<file path="src/shared/tot_pkg.sv">
// constants and carrier types for the two-step tc / oam timestamp path
// assumes a byte-wide frame stream, one byte per clock inside a frame
package tot_pkg;

    // ==========================================================
    // stream and delay line
    localparam int          DLY_BYTES    = 16;
    localparam int          POS_W        = 11;

    // ==========================================================
    // ptp header field offsets, relative to the ptp header start
    localparam logic [10:0] PTP_DOM_OFF  = 11'h004;
    localparam logic [10:0] PTP_CF_OFF   = 11'h008;
    localparam logic [10:0] PTP_RES_OFF  = 11'h010;
    localparam logic [10:0] PTP_SEQ_OFF  = 11'h01E;
    localparam logic [3:0]  PTP_RES_SZ   = 4'h4;
    localparam logic [3:0]  CF_SZ        = 4'h8;

    // ==========================================================
    // delay-measurement slots: ethernet oam after the 4-byte common
    // header, mpls-tp after the 4-byte ach and 8-byte pdu header
    localparam logic [3:0]  SLOT_SZ      = 4'h8;
    localparam logic [10:0] OAM_TS_BASE  = 11'h004;
    localparam logic [10:0] MPLS_TS_BASE = 11'h00C;
    localparam logic [10:0] SLOT_TXF     = 11'h000;
    localparam logic [10:0] SLOT_RXF     = 11'h008;
    localparam logic [10:0] SLOT_TXB     = 11'h010;
    localparam logic [10:0] SLOT_RXB     = 11'h018;

    // ==========================================================
    // stamp arithmetic and fcs
    localparam logic signed [33:0] NS_PER_SEC = 34'sh3B9ACA00;
    localparam logic [31:0] CRC_INIT     = 32'hFFFFFFFF;
    localparam logic [31:0] CRC_POLY     = 32'hEDB88320;
    localparam int          ID_W         = 80;

    // ==========================================================
    // carrier types
    typedef struct packed {
        logic       valid;
        logic       sof;
        logic       eof;
        logic [7:0] data;
    } tot_byte_t;

    typedef enum logic [2:0] {
        CLS_NONE, CLS_SYNC, CLS_DREQ, CLS_1DM, CLS_DMM, CLS_DMR
    } tot_cls_t;

    typedef enum logic [1:0] {ACT_NONE, ACT_WRITE, ACT_WRITE_SAVE} tot_act_t;

    typedef struct packed {
        tot_act_t    act;
        logic        is_ptp;
        logic [10:0] off;
        logic [3:0]  sz;
        logic        neg;
        logic        cf_add;
        logic        clr_res;
    } tot_plan_t;

    typedef struct packed {
        tot_cls_t    cls;
        logic        mpls;
        logic [10:0] base;
        logic [63:0] ts;
    } tot_ctx_t;

    typedef struct packed {
        logic [31:0]     ts_ns;
        logic [ID_W-1:0] frame_id;
    } tot_fifo_ent_t;

endpackage : tot_pkg

</file>
<file path="src/hw/tot_ts_path.sv">
// timestamp action path for one direction: analyzer, stamp stage,
// rewriter with fcs regeneration, and the tx stamp fifo on egress
// assumes contiguous frames, one byte per clock, no preamble, frames
// of at least 64 bytes, class and pdu offset valid with the first byte
`timescale 1ns/1ns

module tot_ts_path
    import tot_pkg::*;
#(
    parameter bit IS_EGRESS  = 1'b0,
    parameter int FIFO_DEPTH = 16
) (
    input  wire logic        clock_i,
    input  wire logic        nrst_i,
    input  wire tot_byte_t   rx_i,
    input  wire tot_cls_t    cls_i,
    input  wire logic [10:0] pdu_off_i,
    input  wire logic        mpls_tp_i,
    input  wire logic [7:0]  domain_cfg_i,
    input  wire logic [31:0] ts_sec_i,
    input  wire logic [31:0] ts_ns_i,
    input  wire logic [31:0] local_adj_i,
    input  wire logic [31:0] asym_i,
    output tot_byte_t        tx_o,
    output logic             ts_save_o,
    input  wire logic        fifo_pop_i,
    output tot_fifo_ent_t    fifo_ent_o,
    output logic             fifo_valid_o,
    output logic             fifo_ovf_o
);

    // ==========================================================
    // analyzer decision table
    function automatic tot_plan_t plan_of(input tot_cls_t c,
                                          input logic     mpls,
                                          input logic     egr);
        tot_plan_t   p;
        logic [10:0] s0;
        p  = '{act: ACT_NONE, is_ptp: 1'b0, off: '0, sz: '0,
               neg: 1'b0, cf_add: 1'b0, clr_res: 1'b0};
        s0 = mpls ? MPLS_TS_BASE : OAM_TS_BASE;
        unique case (c)
            CLS_NONE: begin
                p.act = ACT_NONE;
            end
            CLS_SYNC, CLS_DREQ: begin
                p.is_ptp = 1'b1;
                if (egr) begin
                    p.act     = ACT_WRITE_SAVE;
                    p.clr_res = 1'b1;
                end else begin
                    p.act    = ACT_WRITE;
                    p.off    = PTP_RES_OFF;
                    p.sz     = PTP_RES_SZ;
                    p.neg    = 1'b1;
                    p.cf_add = (c == CLS_SYNC);
                end
            end
            CLS_1DM, CLS_DMM: begin
                p.act = ACT_WRITE;
                p.sz  = SLOT_SZ;
                p.neg = !egr;
                p.off = s0 + (egr ? SLOT_TXF : SLOT_RXF);
            end
            CLS_DMR: begin
                p.act = ACT_WRITE;
                p.sz  = SLOT_SZ;
                p.neg = !egr;
                p.off = s0 + (egr ? SLOT_TXB : SLOT_RXB);
            end
        endcase
        return p;
    endfunction : plan_of

    // ==========================================================
    // stamp arithmetic with nanosecond wrap into seconds
    function automatic logic [63:0] ts_adjust(input logic [63:0] ts,
                                              input logic [31:0] d,
                                              input logic        neg);
        logic signed [33:0] ns;
        logic signed [33:0] dd;
        logic [31:0]        sec;
        dd  = $signed({{2{d[31]}}, d});
        ns  = $signed({2'b00, ts[31:0]}) + (neg ? -dd : dd);
        sec = ts[63:32];
        if (ns < 0) begin
            ns  = ns + NS_PER_SEC;
            sec = sec - 32'h00000001;
        end else if (ns >= NS_PER_SEC) begin
            ns  = ns - NS_PER_SEC;
            sec = sec + 32'h00000001;
        end
        return {sec, ns[31:0]};
    endfunction : ts_adjust

    // ==========================================================
    // declarations
    tot_byte_t     line_reg [DLY_BYTES];
    tot_byte_t     cur;
    tot_byte_t     tx_reg;
    tot_ctx_t      in_ctx_reg;
    tot_ctx_t      ctx_reg;
    tot_plan_t     plan;
    logic [10:0]   pos;
    logic [10:0]   pos_reg;
    logic [10:0]   st_off;
    logic [10:0]   st_rel;
    logic [10:0]   cf_off;
    logic [10:0]   cf_rel;
    logic [10:0]   res_off;
    logic [10:0]   res_rel;
    logic [10:0]   dom_off;
    logic [10:0]   seq_off;
    logic          dom_ok_reg;
    logic [7:0]    dom_byte_reg;
    logic [15:0]   seq_reg;
    logic [31:0]   res_reg;
    logic [63:0]   cf_raw;
    logic [63:0]   asym_cf;
    logic [63:0]   cf_sum_reg;
    logic [63:0]   stamp;
    logic [63:0]   fifo_ts;
    logic          active;
    logic          in_st;
    logic          in_cf;
    logic          in_clr;
    logic          in_fcs;
    logic [1:0]    fcs_idx;
    logic [3:0]    st_idx;
    logic [7:0]    st_byte;
    logic [7:0]    out_byte;
    logic [31:0]   crc_reg;
    logic [31:0]   crc_in;
    logic [31:0]   crc_next;
    logic          push;
    logic          fifo_full;
    tot_fifo_ent_t push_ent;
    logic          save_reg;
    logic          ovf_reg;

    // ==========================================================
    // input side: stamp taken at start of frame
    always_ff @(posedge clock_i or negedge nrst_i) begin
        if (!nrst_i) begin
            in_ctx_reg <= '0;
        end else if (rx_i.valid && rx_i.sof) begin
            in_ctx_reg <= '{cls: cls_i, mpls: mpls_tp_i, base: pdu_off_i,
                            ts: {ts_sec_i, ts_ns_i}};
        end
    end

    // delay line gives the rewriter its decision before the field passes
    always_ff @(posedge clock_i or negedge nrst_i) begin
        if (!nrst_i) begin
            for (int k = 0; k < DLY_BYTES; k++) begin
                line_reg[k] <= '0;
            end
        end else begin
            for (int k = 0; k < DLY_BYTES - 1; k++) begin
                line_reg[k] <= line_reg[k+1];
            end
            line_reg[DLY_BYTES-1] <= rx_i;
        end
    end

    assign cur = line_reg[0];

    // frames outlast the line, so the next start cannot clobber this
    always_ff @(posedge clock_i or negedge nrst_i) begin
        if (!nrst_i) begin
            ctx_reg <= '0;
        end else if (cur.valid && cur.sof) begin
            ctx_reg <= in_ctx_reg;
        end
    end

    assign pos = cur.sof ? 11'h000 : pos_reg;

    always_ff @(posedge clock_i or negedge nrst_i) begin
        if (!nrst_i) begin
            pos_reg <= '0;
        end else if (cur.valid) begin
            pos_reg <= pos + 11'h001;
        end
    end

    // ==========================================================
    // analyzer: plan, domain check and header captures
    assign plan    = plan_of(ctx_reg.cls, ctx_reg.mpls, IS_EGRESS);
    assign dom_off = ctx_reg.base + PTP_DOM_OFF;
    assign cf_off  = ctx_reg.base + PTP_CF_OFF;
    assign res_off = ctx_reg.base + PTP_RES_OFF;
    assign seq_off = ctx_reg.base + PTP_SEQ_OFF;
    assign active  = (plan.act != ACT_NONE) && (!plan.is_ptp || dom_ok_reg);

    // taps one ahead of the output byte hold the next eight bytes
    always_comb begin
        cf_raw = '0;
        for (int k = 1; k <= 8; k++) begin
            cf_raw = {cf_raw[55:0], line_reg[k].data};
        end
    end

    always_ff @(posedge clock_i or negedge nrst_i) begin
        if (!nrst_i) begin
            dom_ok_reg   <= 1'b0;
            dom_byte_reg <= '0;
        end else if (cur.valid && cur.sof) begin
            dom_ok_reg <= 1'b0;
        end else if (cur.valid && pos == dom_off - 11'h001) begin
            dom_ok_reg   <= (line_reg[1].data == domain_cfg_i);
            dom_byte_reg <= line_reg[1].data;
        end
    end

    always_ff @(posedge clock_i or negedge nrst_i) begin
        if (!nrst_i) begin
            seq_reg <= '0;
            res_reg <= '0;
        end else begin
            if (cur.valid && pos == seq_off - 11'h001) begin
                seq_reg <= cf_raw[63:48];
            end
            if (cur.valid && pos == res_off - 11'h001) begin
                res_reg <= cf_raw[63:32];
            end
        end
    end

    // ==========================================================
    // timestamp stage
    assign stamp   = ts_adjust(ctx_reg.ts, local_adj_i, plan.neg);
    assign fifo_ts = (ctx_reg.cls == CLS_DREQ) ? ts_adjust(stamp, asym_i, 1'b1) : stamp;
    // correction field counts in 2^-16 ns
    assign asym_cf = {{16{asym_i[31]}}, asym_i, 16'h0000};

    always_ff @(posedge clock_i or negedge nrst_i) begin
        if (!nrst_i) begin
            cf_sum_reg <= '0;
        end else if (cur.valid && plan.cf_add && pos == cf_off - 11'h001) begin
            cf_sum_reg <= cf_raw + asym_cf;
        end
    end

    // ==========================================================
    // rewriter field windows
    assign st_rel  = pos - st_off;
    assign st_off  = ctx_reg.base + plan.off;
    assign cf_rel  = pos - cf_off;
    assign res_rel = pos - res_off;
    assign in_st   = active && (st_rel < {7'h00, plan.sz});
    assign in_cf   = active && plan.cf_add && (cf_rel < {7'h00, CF_SZ});
    assign in_clr  = active && plan.clr_res && (res_rel < {7'h00, PTP_RES_SZ});
    assign st_idx  = plan.sz - 4'h1 - st_rel[3:0];
    assign st_byte = stamp[{st_idx[2:0], 3'b000} +: 8];

    // last four bytes of a contiguous frame are the fcs
    always_comb begin
        in_fcs  = cur.valid;
        fcs_idx = 2'h3;
        if (cur.eof) begin
            fcs_idx = 2'h3;
        end else if (line_reg[1].eof) begin
            fcs_idx = 2'h2;
        end else if (line_reg[2].eof) begin
            fcs_idx = 2'h1;
        end else if (line_reg[3].eof) begin
            fcs_idx = 2'h0;
        end else begin
            in_fcs = 1'b0;
        end
    end

    always_comb begin
        out_byte = cur.data;
        if (in_fcs && active) begin
            out_byte = ~crc_reg[{fcs_idx, 3'b000} +: 8];
        end else if (in_st) begin
            out_byte = st_byte;
        end else if (in_clr) begin
            out_byte = 8'h00;
        end else if (in_cf) begin
            out_byte = cf_sum_reg[{3'h7 - cf_rel[2:0], 3'b000} +: 8];
        end
    end

    // crc runs over the rewritten bytes and freezes over the fcs
    assign crc_in = cur.sof ? CRC_INIT : crc_reg;

    tot_crc_byte u_crc (
        .crc_i  (crc_in),
        .data_i (out_byte),
        .crc_o  (crc_next)
    );

    always_ff @(posedge clock_i or negedge nrst_i) begin
        if (!nrst_i) begin
            crc_reg <= CRC_INIT;
        end else if (cur.valid && !in_fcs) begin
            crc_reg <= crc_next;
        end
    end

    always_ff @(posedge clock_i or negedge nrst_i) begin
        if (!nrst_i) begin
            tx_reg <= '0;
        end else begin
            tx_reg <= '{valid: cur.valid, sof: cur.sof, eof: cur.eof, data: out_byte};
        end
    end

    assign tx_o = tx_reg;

    // ==========================================================
    // tx stamp fifo, pushed as the last byte leaves
    assign push     = cur.valid && cur.eof && active && (plan.act == ACT_WRITE_SAVE);
    assign push_ent = '{ts_ns: fifo_ts[31:0],
                        frame_id: {seq_reg, res_reg, dom_byte_reg, 24'h000000}};

    tot_ts_fifo #(
        .DEPTH (FIFO_DEPTH)
    ) u_fifo (
        .clock_i (clock_i),
        .nrst_i  (nrst_i),
        .push_i  (push),
        .ent_i   (push_ent),
        .pop_i   (fifo_pop_i),
        .ent_o   (fifo_ent_o),
        .valid_o (fifo_valid_o),
        .full_o  (fifo_full)
    );

    // a full fifo drops the set; software sees it only through the pulse
    always_ff @(posedge clock_i or negedge nrst_i) begin
        if (!nrst_i) begin
            save_reg <= 1'b0;
            ovf_reg  <= 1'b0;
        end else begin
            save_reg <= push;
            ovf_reg  <= push && fifo_full;
        end
    end

    assign ts_save_o  = save_reg;
    assign fifo_ovf_o = ovf_reg;
endmodule : tot_ts_path

</file>
<file path="src/hw/tot_crc_byte.sv">
// one byte step of the reflected ethernet crc32
// assumes the caller holds the running value and picks the seed
`timescale 1ns/1ns

module tot_crc_byte
    import tot_pkg::*;
(
    input  wire logic [31:0] crc_i,
    input  wire logic [7:0]  data_i,
    output logic      [31:0] crc_o
);

    // ==========================================================
    // bitwise lfsr, lsb first
    always_comb begin
        logic [31:0] c;
        c = crc_i;
        for (int b = 0; b < 8; b++) begin
            if (c[0] ^ data_i[b]) begin
                c = (c >> 1) ^ CRC_POLY;
            end else begin
                c = c >> 1;
            end
        end
        crc_o = c;
    end

endmodule : tot_crc_byte

</file>
<file path="src/hw/tot_ts_fifo.sv">
// tx timestamp fifo: stamp plus frame identifier sets for software
// assumes one push per frame at most, pop from the reading side
`timescale 1ns/1ns

module tot_ts_fifo
    import tot_pkg::*;
#(
    parameter int DEPTH = 16,
    parameter int AW    = $clog2(DEPTH)
) (
    input  wire logic          clock_i,
    input  wire logic          nrst_i,
    input  wire logic          push_i,
    input  wire tot_fifo_ent_t ent_i,
    input  wire logic          pop_i,
    output tot_fifo_ent_t      ent_o,
    output logic               valid_o,
    output logic               full_o
);

    tot_fifo_ent_t mem [DEPTH];
    logic [AW:0]   wr_reg;
    logic [AW:0]   rd_reg;

    // ==========================================================
    // pointers carry a wrap bit so full and empty stay distinct
    assign full_o  = (wr_reg[AW] != rd_reg[AW]) && (wr_reg[AW-1:0] == rd_reg[AW-1:0]);
    assign valid_o = (wr_reg != rd_reg);
    assign ent_o   = mem[rd_reg[AW-1:0]];

    always_ff @(posedge clock_i) begin
        if (push_i && !full_o) begin
            mem[wr_reg[AW-1:0]] <= ent_i;
        end
    end

    always_ff @(posedge clock_i or negedge nrst_i) begin
        if (!nrst_i) begin
            wr_reg <= '0;
            rd_reg <= '0;
        end else begin
            if (push_i && !full_o) begin
                wr_reg <= wr_reg + 1'b1;
            end
            if (pop_i && valid_o) begin
                rd_reg <= rd_reg + 1'b1;
            end
        end
    end

endmodule : tot_ts_fifo

</file>
<file path="config.mk">
export PLATFORM = sky130hd
export DESIGN_NAME = tot_ts_path
export DESIGN_NICKNAME = d
export VERILOG_FILES = /design/src/shared/tot_pkg.sv /design/src/hw/tot_ts_path.sv /design/src/hw/tot_crc_byte.sv /design/src/hw/tot_ts_fifo.sv
export SDC_FILE = /design/constraint.sdc
export NUM_CORES = 1
export LEC_CHECK = 0
export ABC_AREA = 1
export BUFFER_PORTS_ARGS = -buffer_cell sky130_fd_sc_hd__buf_2
export CORE_UTILIZATION = 55
export DETAILED_ROUTE_END_ITERATION = 7
export PLACE_DENSITY = 0.8
export SYNTH_ARGS = -nofsm -noshare
export SYNTH_HDL_FRONTEND = slang
export SYNTH_SLANG_ARGS = --single-unit
export TNS_END_PERCENT = 100
</file>
<file path="constraint.sdc">
create_clock -name clock_i -period 7.3 [get_ports clock_i]
set_clock_uncertainty 0.2 [all_clocks]
set_input_delay 1.46 -clock clock_i [delete_from_list [all_inputs] [get_ports clock_i]]
set_output_delay 1.46 -clock clock_i [all_outputs]
set_load 0.1 [all_outputs]
</file>
---- Yosys cells after proc, flatten, opt, wreduce, memory -nomap -nowiden ----
Memories as Yosys holds them, arrays and structs flattened.
Index checks and enable logic that the tools add are counted.
word-level totals
  register bits after elaboration ......... 521
  RAM bits ................................ 1408
  bits of input ports ..................... 165
  output and inout port bits .............. 126
  word-level logic and storage cells ...... 228
  memories kept ........................... 1
cells by class
  add/subtract/negate cells ............... 30
  order comparisons ....................... 6
  equality and inequality tests ........... 14
  shift-type cells ........................ 3
  multiplexer cells ....................... 38
  bitwise operators ....................... 18
  reductions and logical operators ........ 31
memories
  memory      words  width  read ports  clocked after Yosys merged registers in  wr ports  RTL line           source
  u_fifo.mem  16     88     1           0                                        1         tot_ts_fifo.sv:21  tot_fifo_ent_t mem [DEPTH];
operators by type and width
  cell                      count
  $mux W32                  16
  $shiftx A64 B7 Y8         2
  $not A13 Y14              8
  $add A33 B34 Y34          2
  $ge A34 B31 Y1 const B    2
  $lt A34 B1 Y1 const B     2
  $neg A32 Y34              2
  $add A32 B31 Y32 const B  2
  $add A64 B64 Y64          1
  $sub A32 B31 Y32 const B  2
  $eq A11 B11 Y1            4
  $sub A11 B1 Y11 const B   4
  $mux W34                  1
  $pmux W11 S3              1
  $add A32 B1 Y32 const B   1
  $shiftx A32 B6 Y8         1
  $sub A32 B1 Y32 const B   1
  $mux W8                   3
  $add A11 B5 Y11 const B   2
  $sub A11 B11 Y11          2
  $logic_and A1 B1 Y1       20
  $add A11 B1 Y11 const B   1
  $add A11 B11 Y11          1
  $add A11 B3 Y11 const B   1
  other kinds (32)          58

---- Longest topological paths before layout ----
Gate-level depths: netlist of the first run.
  word-level depth ........................ 27
  mapped depth ............................ 53
  depth with buffers taken out ............ 53

---- By module ----
Synthesis of the first run repeated with hierarchy kept, for this count alone.
unflattened totals
  cell total of the unflattened synthesis .. 11219
  area, all modules ....................... 108391.5 um^2
modules (own cells, without submodules)
  module        instances  cells each  area each (um^2)  seq. area each (um^2)
  tot_ts_fifo   1          6199        72595.9           54061.8
  tot_ts_path   1          4825        34561.9           12777.3
  tot_crc_byte  1          195         1233.7            0.0

---- Worst setup path before layout of the first run ----
No wires, ideal clock.
  kind .................................... input to register
  start point ............................. input local_adj_i[2]
  end point ............................... register crc_reg[19]
  library setup time ...................... 76 ps
  data arrival time ....................... 6066 ps
  data required time ...................... 7024 ps
  path slack .............................. 957 ps
  stages on the path ...................... 43
  cell sequence ........................... inv_1 nand3_1 nor2_1 nand3_1 nor2_1 nand2_1 nor3_1 nand2_1 nor3_1 inv_1 o21ai_0 xor2_1 ha_1 nand2_1 nor2_1 and2_1 and2_1 nand2_1 [7 not listed] a21oi_1 o21ai_1 nand3_1 nand3_1 nand2_1 nand2_1 nand2_2 nand3_1 nand2_4 nand2_1 nand2_4 nand2_1 nand2_2 nand2_1 nand2_1 nand2_1 nand3_1 nand2_1
between the ends
  word-level cells in the longest chain between the ends .. 23
ends and longest elaborated chain
  what                                                RTL line                              source
  from (decl)                                         tot_ts_path.sv:22                     input wire logic [31:0] local_adj_i,
  $neg A32 Y34                                        tot_ts_path.sv:84                     ns = $signed({2'b00, ts[31:0]}) + (neg ? -dd : dd);
  $mux W34 (*)                                        tot_ts_path.sv:84
  $add A33 B34 Y34 (*)                                tot_ts_path.sv:84
  $sub A32 B31 Y32 or $ge A34 B31 Y1 (tied branches)  tot_ts_path.sv:90, tot_ts_path.sv:89
  $mux W32                                            tot_ts_path.sv:89                     end else if (ns >= NS_PER_SEC) begin
  $mux W32                                            tot_ts_path.sv:86                     if (ns < 0) begin
  $shiftx A64 B7 Y8 (*)                               tot_ts_path.sv:255                    assign st_byte = stamp[{st_idx[2:0], 3'b000} +: 8];
  $mux W8 (*)                                         tot_ts_path.sv:278                    end else if (in_st) begin
  [6 not listed]                                      -
  $not A13 Y14 (no source line)                       -
  $mux W32 (2 in a row)                               tot_crc_byte.sv:19                    if (c[0] ^ data_i[b]) begin
  $not A13 Y14 (no source line)                       -
  $mux W32                                            tot_crc_byte.sv:19
  $not A13 Y14 (no source line)                       -
  $mux W32                                            tot_crc_byte.sv:19
  $not A13 Y14 (no source line)                       -
  $mux W32 (*)                                        tot_crc_byte.sv:19
  to (signal assigned)                                tot_ts_path.sv:300                    crc_reg <= crc_next;
  to (decl)                                           tot_ts_path.sv:132                    logic [31:0] crc_reg;
Every way passes the cells marked *; elsewhere a longest branch is shown, timed or not.
A chain may end at the register's enable or synchronous reset.

---- Worst setup path after layout of the first run ----
  start point ............................. input local_adj_i[1]
  end point ............................... register crc_reg[18]
RTL lines
  what                                                RTL line                              source
  $neg A32 Y34                                        tot_ts_path.sv:84
  $mux W34 (*)                                        tot_ts_path.sv:84
  $add A33 B34 Y34 (*)                                tot_ts_path.sv:84
  $sub A32 B31 Y32 or $ge A34 B31 Y1 (tied branches)  tot_ts_path.sv:90, tot_ts_path.sv:89
  $mux W32                                            tot_ts_path.sv:89
  $mux W32                                            tot_ts_path.sv:86
  $shiftx A64 B7 Y8 (*)                               tot_ts_path.sv:255
  $mux W8 (*)                                         tot_ts_path.sv:278
  $mux W8 (*)                                         tot_ts_path.sv:276                    if (in_fcs && active) begin
  named net out_byte[5]                               tot_ts_path.sv:131                    logic [7:0] out_byte;
  $xor A1 B1 Y1 (*)                                   tot_crc_byte.sv:19
  $mux W32 (*)                                        tot_crc_byte.sv:19
  $not A13 Y14 (no source line)                       -
  $mux W32 (*) (2 in a row)                           tot_crc_byte.sv:19
Mark *: on every way through the listed nets, which the timed path passes. The rest lies on a longest branch.

==> results.txt, run 1 <==
The fraction of final layout cells with drive strength greater than 1 came out at 0.152. Of the available clock period, the critical path in the final layout requires 0.931. The average instance in the mapped netlist occupies 7.38 sq um. The footprint of the multi-input gates is 15200 sq um.

The net switching power figure came out at 5.23 mW. The area growth from synthesis to layout is 14.5%. Of all cell types, the one taking the most synthesized area is sky130_fd_sc_hd__dfrtp_1. The count of mapped cells out of synthesis is 3972. The average wire length per cell after detail routing came out at 15.9 um. The most numerous cell type found on the critical path is sky130_fd_sc_hd__nand2_1. Among all cell types in the netlist, the one instantiated most often is sky130_fd_sc_hd__nand2_1.

Headroom to the max-slew limit came out at 0.243. The required arrival time at the worst endpoint came out at 7.65 ns. The number of synthesized flops with an enable pin came out at 0. The initial antenna violation count is 0. The max-slew violation total from the final report came out at 0. For this run, the post-layout net count is 4545. The H-tree depth is 2. The remaining global-route overflow came out at 0.

Measured on the finished design, the core utilization comes to 0.638. The die outline width came out at between 200 and 250 um. Counting both buffers and inverters, the worst setup path holds a total of 6. The worst path in the final design needs a cycle of 6.80 ns, including I/O delays and setup. The register bit count reported by yosys came out at 458.

The delay contributed by the slowest stage of the critical path came out at around 0.3 ns. The register area came out at 11500 sq um. After synthesis, the most frequently instantiated cells are 1013 x sky130_fd_sc_hd__nand2_1, 491 x sky130_fd_sc_hd__inv_1, 426 x sky130_fd_sc_hd__dfrtp_1. Entering global routing, the biggest net connects 134 pins. The post-synthesis async set-or-reset flop share came out at 1.00. The final routed wirelength across all metal layers is 79500 um.

The switching share of power came out at 0.446. The power after layout came out at 11.7 mW. The number of DRC markers after the initial detailed-route iteration came out at about 2.4k. The total internal power is 6.48 mW. The part of the power in the clock network is 0.232.

The portion of total power attributed to combinational logic came out at 0.504. After clock tree synthesis, the clock-pin slew on the worst setup and hold paths is 0.07 ns. The largest fanout of any net on the critical path is 7. The transition time of the tightest slew-check pin is 1.12 ns. The detail-routed via count per cell is 5.40. The clock latency on the worst-skew pair came out at 0.63 ns. In this run the tool buffered the top-level ports with 176 buffer cells. The leakage dissipation came out at ~18 nW. The filler cell count in the final layout is 4631. The sequential element share of the synthesized area came out at 0.393. The count of standard-cell rows came out at 84. The full die area is 54200 sq um.

TritonCTS built the clock tree. The tool flagged a number of max-cap violations equal to 0. The areal power density over the cells came out at 349 nW/um^2. Among cell families on the critical path, the largest total delay comes from simple AND/OR/NAND/NOR gates. The part of the total power dissipated in sequential elements came out at 0.264. The sink count of the clock tree is 458. On the critical path, the stage with the largest delay is an instance of sky130_fd_sc_hd__ha_1. The timing-limited maximum frequency is 0.147 GHz. The placeable core region came out at 52600 sq um.

The run finished with clean final reports. The class of the most critical hold timing path is flop to flop. The Yosys step of the flow raised 0 warnings. Setup violations remaining at the end of the flow were counted as 0. The worst setup path is captured at a flop. The die extent in y came out at 233 um. The clock root buffer is sky130_fd_sc_hd__clkbuf_16. The total of hold buffers inserted after clock tree synthesis came out at 0. After synthesis, the cell types taking the most area are sky130_fd_sc_hd__dfrtp_1 36%, sky130_fd_sc_hd__nand2_1 13%, sky130_fd_sc_hd__inv_1 6.3%, sky130_fd_sc_hd__ha_1 4.9%, sky130_fd_sc_hd__nor2_1 4.8%. The number of routed nets with antenna violations came out at 0. The worst path arrival time came out at 7.15 ns. The detailed-route DRC error count is 0. The largest voltage drop on the vdd net is about 0.00025 V. The via count of the routed design is 26.9k. The flip-flop count of the largest register after layout is 101. The via count of the first global-routing pass came out at 25.1k. The final number of hold-violating endpoints came to 0.

The count of boundary I/O pins is 291. The wire length of the first global-routing pass is 128000 um. The element type at the critical path start is an input port.

The starting density of the core is 0.558. For this run, the total global-route usage over all layers was measured as 0.294. The post-synth design cell area came out at 29300 sq um. The half-perimeter wire length after placement came out at 59300 um. The number of clock buffers inserted by TritonCTS is about 50. Of the post-synthesis cell area, the dominant cell type holds 0.364. The setup path with the least slack is of type input port to flop.

The number of buffers between clock root and the deepest sink is 3. The final weighted congestion in routability-driven placement is 0.981. The first TritonRoute pass finished after 6 iterations. In this run, distinct cell masters in the synthesized netlist total 61. For this run, the leading register cell type out of synthesis is sky130_fd_sc_hd__dfrtp_1.
## layout make-up
cell class                 count  area share
timing repair buffer         341      0.0652
clock buffer                  62      0.0404
tap                          688      0.0257
antenna                        1   0.0000746
inverter                     517      0.0579
clock inverter                29      0.0131
sequential                   458       0.343
multi-input combinational   2891       0.455
## path summary, 6_finish.rpt
kind,startpoint,endpoint,slack (ns),cells after the start
setup / recovery,local_adj_i[1],crc_reg[18]$_DFFE_PN1P_,0.50,47
hold / removal,line_reg[56]$_DFF_PN0_,line_reg[67]$_DFF_PN0_,0.14,0
setup reg to reg,ctx_reg[77]$_DFFE_PN0P_,crc_reg[18]$_DFFE_PN1P_,0.88,47
hold reg to reg,line_reg[56]$_DFF_PN0_,line_reg[67]$_DFF_PN0_,0.14,0
max in group asynchronous,nrst_i,cf_raw[14]$_DFF_PN0_,4.81,2
min in group asynchronous,nrst_i,in_ctx_reg[19]$_DFFE_PN0P_,0.59,1
## routing by layer
layer / up-vias / wire [um] / track usage
met2: 1089 / 35900 / 0.459
met4: 0 / 1880 / 0.0874
met1: 12617 / 35400 / 0.420
met3: 135 / 6320 / 0.0471
met5: - / 0 / 0
li1: 13066 / - / -
## power by group through the flow
stage / Combinational [mW] / Sequential [mW] / Clock (mW)
floorplan: 3.89 / 3.10 / 0
global placement: 5.56 / 3.12 / 0
detailed placement: 5.61 / 3.12 / 0
CTS: 5.65 / 3.08 / 2.76
global route: 6.53 / 3.12 / 2.87
finish: 5.90 / 3.09 / 2.72
## layout by cell type, fill, tap and decap left out, drive strengths merged, types with 114 or more instances in the layout
cell type,Yosys,routed
inv,513,514
conb,1,114
ha,114,114
nand3,260,260
a21oi,224,224
buf,146,341
o21ai,277,277
nor2,385,385
xor2,131,131
nand2,1064,1064
dfrtp,426,426
## cell families (layout without fill, tap and decap cells)
group	count (synthesis)	after routing	share of synthesized area
fa+ha+maj	122	122	0.0541
other cells	1	115	0.000128
simple gates	1852	1852	0.267
compound gates	594	594	0.110
mux	31	31	0.0113
xor+xnor	178	178	0.0542
buf+inv	736	949	0.111
flops	458	458	0.393
## what timing repair did
action | 4_1_cts | 5_1_grt
hold endpoints to repair | 0 | 0
resized for setup | 0 | 82
setup endpoints to repair | 0 | 32
setup buffers | 0 | 7
## stage by stage
stage               hold WS, ns  worst slack (ns)  cell area (sq um)  std cells  TNS [ns]
CTS                       0.142             0.172              33200       4979         0
detailed placement        0.135            -0.452              31400       4888     -7.32
global route              0.146           -0.0254              33500       4986   -0.0698
global placement          0.131            -0.381              31400       4888     -5.02
floorplan                 0.131             0.957              29700       4085         0
finish                    0.136             0.500              33500       4987         0
No activity file was read; power rests on OpenSTA's default activity.
==> inputs of run 2 (changes only) <==
==> constraint.sdc (replaced) <==
create_clock -name clock_i -period 7.3 [get_ports clock_i]
set_clock_uncertainty 0.2 [all_clocks]
set_input_delay 0.365 -clock clock_i [delete_from_list [all_inputs] [get_ports clock_i]]
set_output_delay 0.365 -clock clock_i [all_outputs]
set_load 0.1 [all_outputs]
==> results.txt, run 2 (synthesized netlist as in run 1, its figures left out) <==
The via count of the first global-routing pass came to 25.2k (was 25.1k). The transition time of the tightest slew-check pin was 1.16 ns (was 1.12 ns). The clock latency on the worst-skew pair came out at 0.63 ns (about the same). The average wire length per cell after detail routing is 16.4 um (was 15.9 um).

The final number of hold-violating endpoints is 0 (unchanged). The placeable core region is 52600 sq um (unchanged). The detail-routed via count per cell is 5.43 (was 5.40). The register area is 11500 sq um (unchanged).

The required arrival time at the worst endpoint came out at 7.63 ns (was 7.65 ns). The number of failing setup endpoints in the final timing report is 0 (unchanged). The number of detailed-route iterations in the first pass came to 6 (unchanged). The part of the power in the clock network came out at 0.241 (was 0.232). The flip-flop count of the largest register after layout was 101 (unchanged). The largest voltage drop on the vdd net came to 0.000262 V (was 0.000251 V). The element type at the critical path start is a flop (was input port). The portion of total power attributed to combinational logic is 0.480 (was 0.504).

The number of buffers between clock root and the deepest sink is 3 (unchanged). The critical path endpoint category was a flop (unchanged). The net count reported at finish came out at 4500 (was 4545).

The leading cell type in the layout, fill and taps excluded is sky130_fd_sc_hd__nand2_1 (unchanged). The final setup TNS is 0 ns (unchanged). The number of clock buffers inserted by TritonCTS came out at 48 (was 49). The number of routed nets with antenna violations is 0 (unchanged). The half-perimeter wire length after placement is 57700 um (was 59300 um). The final weighted congestion in routability-driven placement is 0.994 (was 0.981). The total internal power is 6.06 mW (was 6.48 mW). The total global routing track utilization is 0.302 (was 0.294). Setup repair after global routing left no endpoint under its margin. The category of cells accounting for the largest share of critical-path delay is simple AND/OR/NAND/NOR gates (unchanged).

The areal power density over the cells is 336 nW/um^2 (was 349 nW/um^2). The wire length of the first global-routing pass came to 131000 um (was 128000 um). The detailed-route DRC error count is 0 (unchanged). The count of input and output buffers is 176 (unchanged). The max-slew violation total from the final report came out at 0 (unchanged). The number of max-cap violations came out at 0 (unchanged). The remaining global-route overflow came to 0 (unchanged). Run status: complete, no violations (unchanged). The TritonCTS clock tree is done (unchanged). The total buffers and inverters traversed by the critical path came out at 4 (was 6).

The full die area is 54200 sq um (unchanged). The count of boundary I/O pins is 291 (unchanged). The synthesis-to-layout area growth came to 13.1% (was 14.5%).

The relative slew slack is 0.224 (was 0.243). The number of buffers inserted by post-CTS setup repair was 0 (unchanged). The final routed wirelength across all metal layers came out at 80900 um (was 79500 um). The largest fanout of any net on the critical path is 23 (was 7). The pin count of the biggest net entering global routing is 162 (was 134). The cell seen most often among critical-path stages is sky130_fd_sc_hd__nand2_1 (unchanged).

The clock transition time at the flip-flop clock pins of the worst setup and hold paths came out at 0.06 ns (was 0.07 ns). The count of standard-cell rows is 84 (unchanged). The kind of critical path is flop to flop (was input port to flop).

The die outline width is 233 um (unchanged). The H-tree depth came out at 2 (unchanged). The post-placement cell area is 30400 sq um (was 31400 sq um).

The switching share of power was 0.456 (was 0.446). The timing-limited maximum frequency was 0.151 GHz (was 0.147 GHz). The sink count of the clock tree came out at 458 (unchanged). The class of the most critical hold timing path is input port to flop (was flop to flop).

The leakage dissipation came out at 17.2 nW (was 17.5 nW). The part of the cycle the worst path needs came out at 0.907 (was 0.931). The footprint of the multi-input gates is 15000 sq um (was 15200 sq um). The critical-path cell with the highest stage delay is sky130_fd_sc_hd__dfrtp_1 (was sky130_fd_sc_hd__ha_1).

The final standard cell area without fillers is 33100 sq um (was 33500 sq um). The filler cell count in the final layout is 4577 (was 4631). The clock root buffer was sky130_fd_sc_hd__clkbuf_16 (unchanged). Most used cells in the layout excluding fill and tap cells: 1011 x sky130_fd_sc_hd__nand2_1, 491 x sky130_fd_sc_hd__inv_1, 426 x sky130_fd_sc_hd__dfrtp_1, 374 x sky130_fd_sc_hd__nor2_1, 252 x sky130_fd_sc_hd__nand3_1 (was 989 x sky130_fd_sc_hd__nand2_1, 491 x sky130_fd_sc_hd__inv_1, 426 x sky130_fd_sc_hd__dfrtp_1, 363 x sky130_fd_sc_hd__nor2_1, 248 x sky130_fd_sc_hd__nand3_1). The starting density of the core is 0.558 (unchanged). The worst path arrival time is 6.95 ns (was 7.15 ns).

The initial antenna violation count is 1 (was 0). The post-route minimum period was 6.62 ns (was 6.80 ns). The part of the total power dissipated in sequential elements came out at 0.279 (was 0.264). The via count of the routed design is 26.8k (was 26.9k).

The delay contributed by the slowest stage of the critical path is 0.44 ns (was 0.30 ns). The die extent in y came out at 233 um (unchanged). The number of DRC markers after the initial detailed-route iteration is 3020 (was 2435). The net switching power figure came out at 5.08 mW (was 5.23 mW). The fraction of final layout cells with drive strength greater than 1 is 0.105 (was 0.152).
## run 2: worst paths after layout
check	startpoint	to	slack, ns	cells past startpoint
hold / removal	asym_i[22]	cf_sum_reg[38]$_DFFE_PN0P_	0.06	4
hold reg to reg	line_reg[141]$_DFF_PN0_	line_reg[152]$_DFF_PN0_	0.14	0
setup / recovery	ctx_reg[77]$_DFFE_PN0P_	crc_reg[19]$_DFFE_PN1P_	0.68	47
max in group asynchronous	nrst_i	cf_raw[49]$_DFF_PN0_	5.37	3
setup reg to reg	ctx_reg[77]$_DFFE_PN0P_	crc_reg[19]$_DFFE_PN1P_	0.68	47
min in group asynchronous	nrst_i	in_ctx_reg[19]$_DFFE_PN0P_	0.13	2
## run 2: metal layers
| layer | up-vias | share of wire | GRT usage |
|---|---|---|---|
| met5 | - | 0 | 0 |
| met4 | 0 | 0.026 | 0.0891 |
| met3 | 150 | 0.078 | 0.0457 |
| met2 | 1099 | 0.45 | 0.475 |
| met1 | 12574 | 0.45 | 0.430 |
| li1 | 12982 | - | - |
## run 2: timing repair
action                                 in CTS  in global routing
hold buffers                               93                  0
resized for setup                           0                  4
setup endpoints to repair                   0                  9
endpoints found under the hold margin     168                  0
## run 2: metrics by stage
step                hold WS [ns]  cells  power (mW)   util  worst slack [ns]
global placement           0.132   4758        8.23  0.579             0.305
CTS                       0.0363   4940        11.0  0.630             0.736
detailed placement         0.135   4758        8.26  0.579             0.335
global route              0.0662   4941        11.9  0.631            0.0492
floorplan                 -0.131   4085        6.99      -              2.05
finish                    0.0625   4941        11.1  0.631             0.676
## run 2: final cells by class
type                    count  share of cell area
clock inverters            27              0.0128
diodes                      1           0.0000755
multi-input cells        2891               0.452
repair buffers            297              0.0632
inverters                 517              0.0586
clock buffers              62              0.0399
flip-flops and latches    458               0.347
well taps                 688              0.0260
## run 2: power by group through the flow
| stage | logic, mW | registers [mW] | clock network (mW) |
|---|---|---|---|
| floorplan | 3.89 | 3.10 | 0 |
| global placement | 5.10 | 3.13 | 0 |
| detailed placement | 5.13 | 3.13 | 0 |
| CTS | 5.20 | 3.10 | 2.72 |
| global route | 5.94 | 3.13 | 2.84 |
| finish | 5.35 | 3.10 | 2.69 |
## run 2: worst min-delay path, stage by stage
cell	delay, ns
sky130_fd_sc_hd__buf_2	0.08
sky130_fd_sc_hd__ha_1	0.20
sky130_fd_sc_hd__xnor2_1	0.12
sky130_fd_sc_hd__o21ai_0	0.07
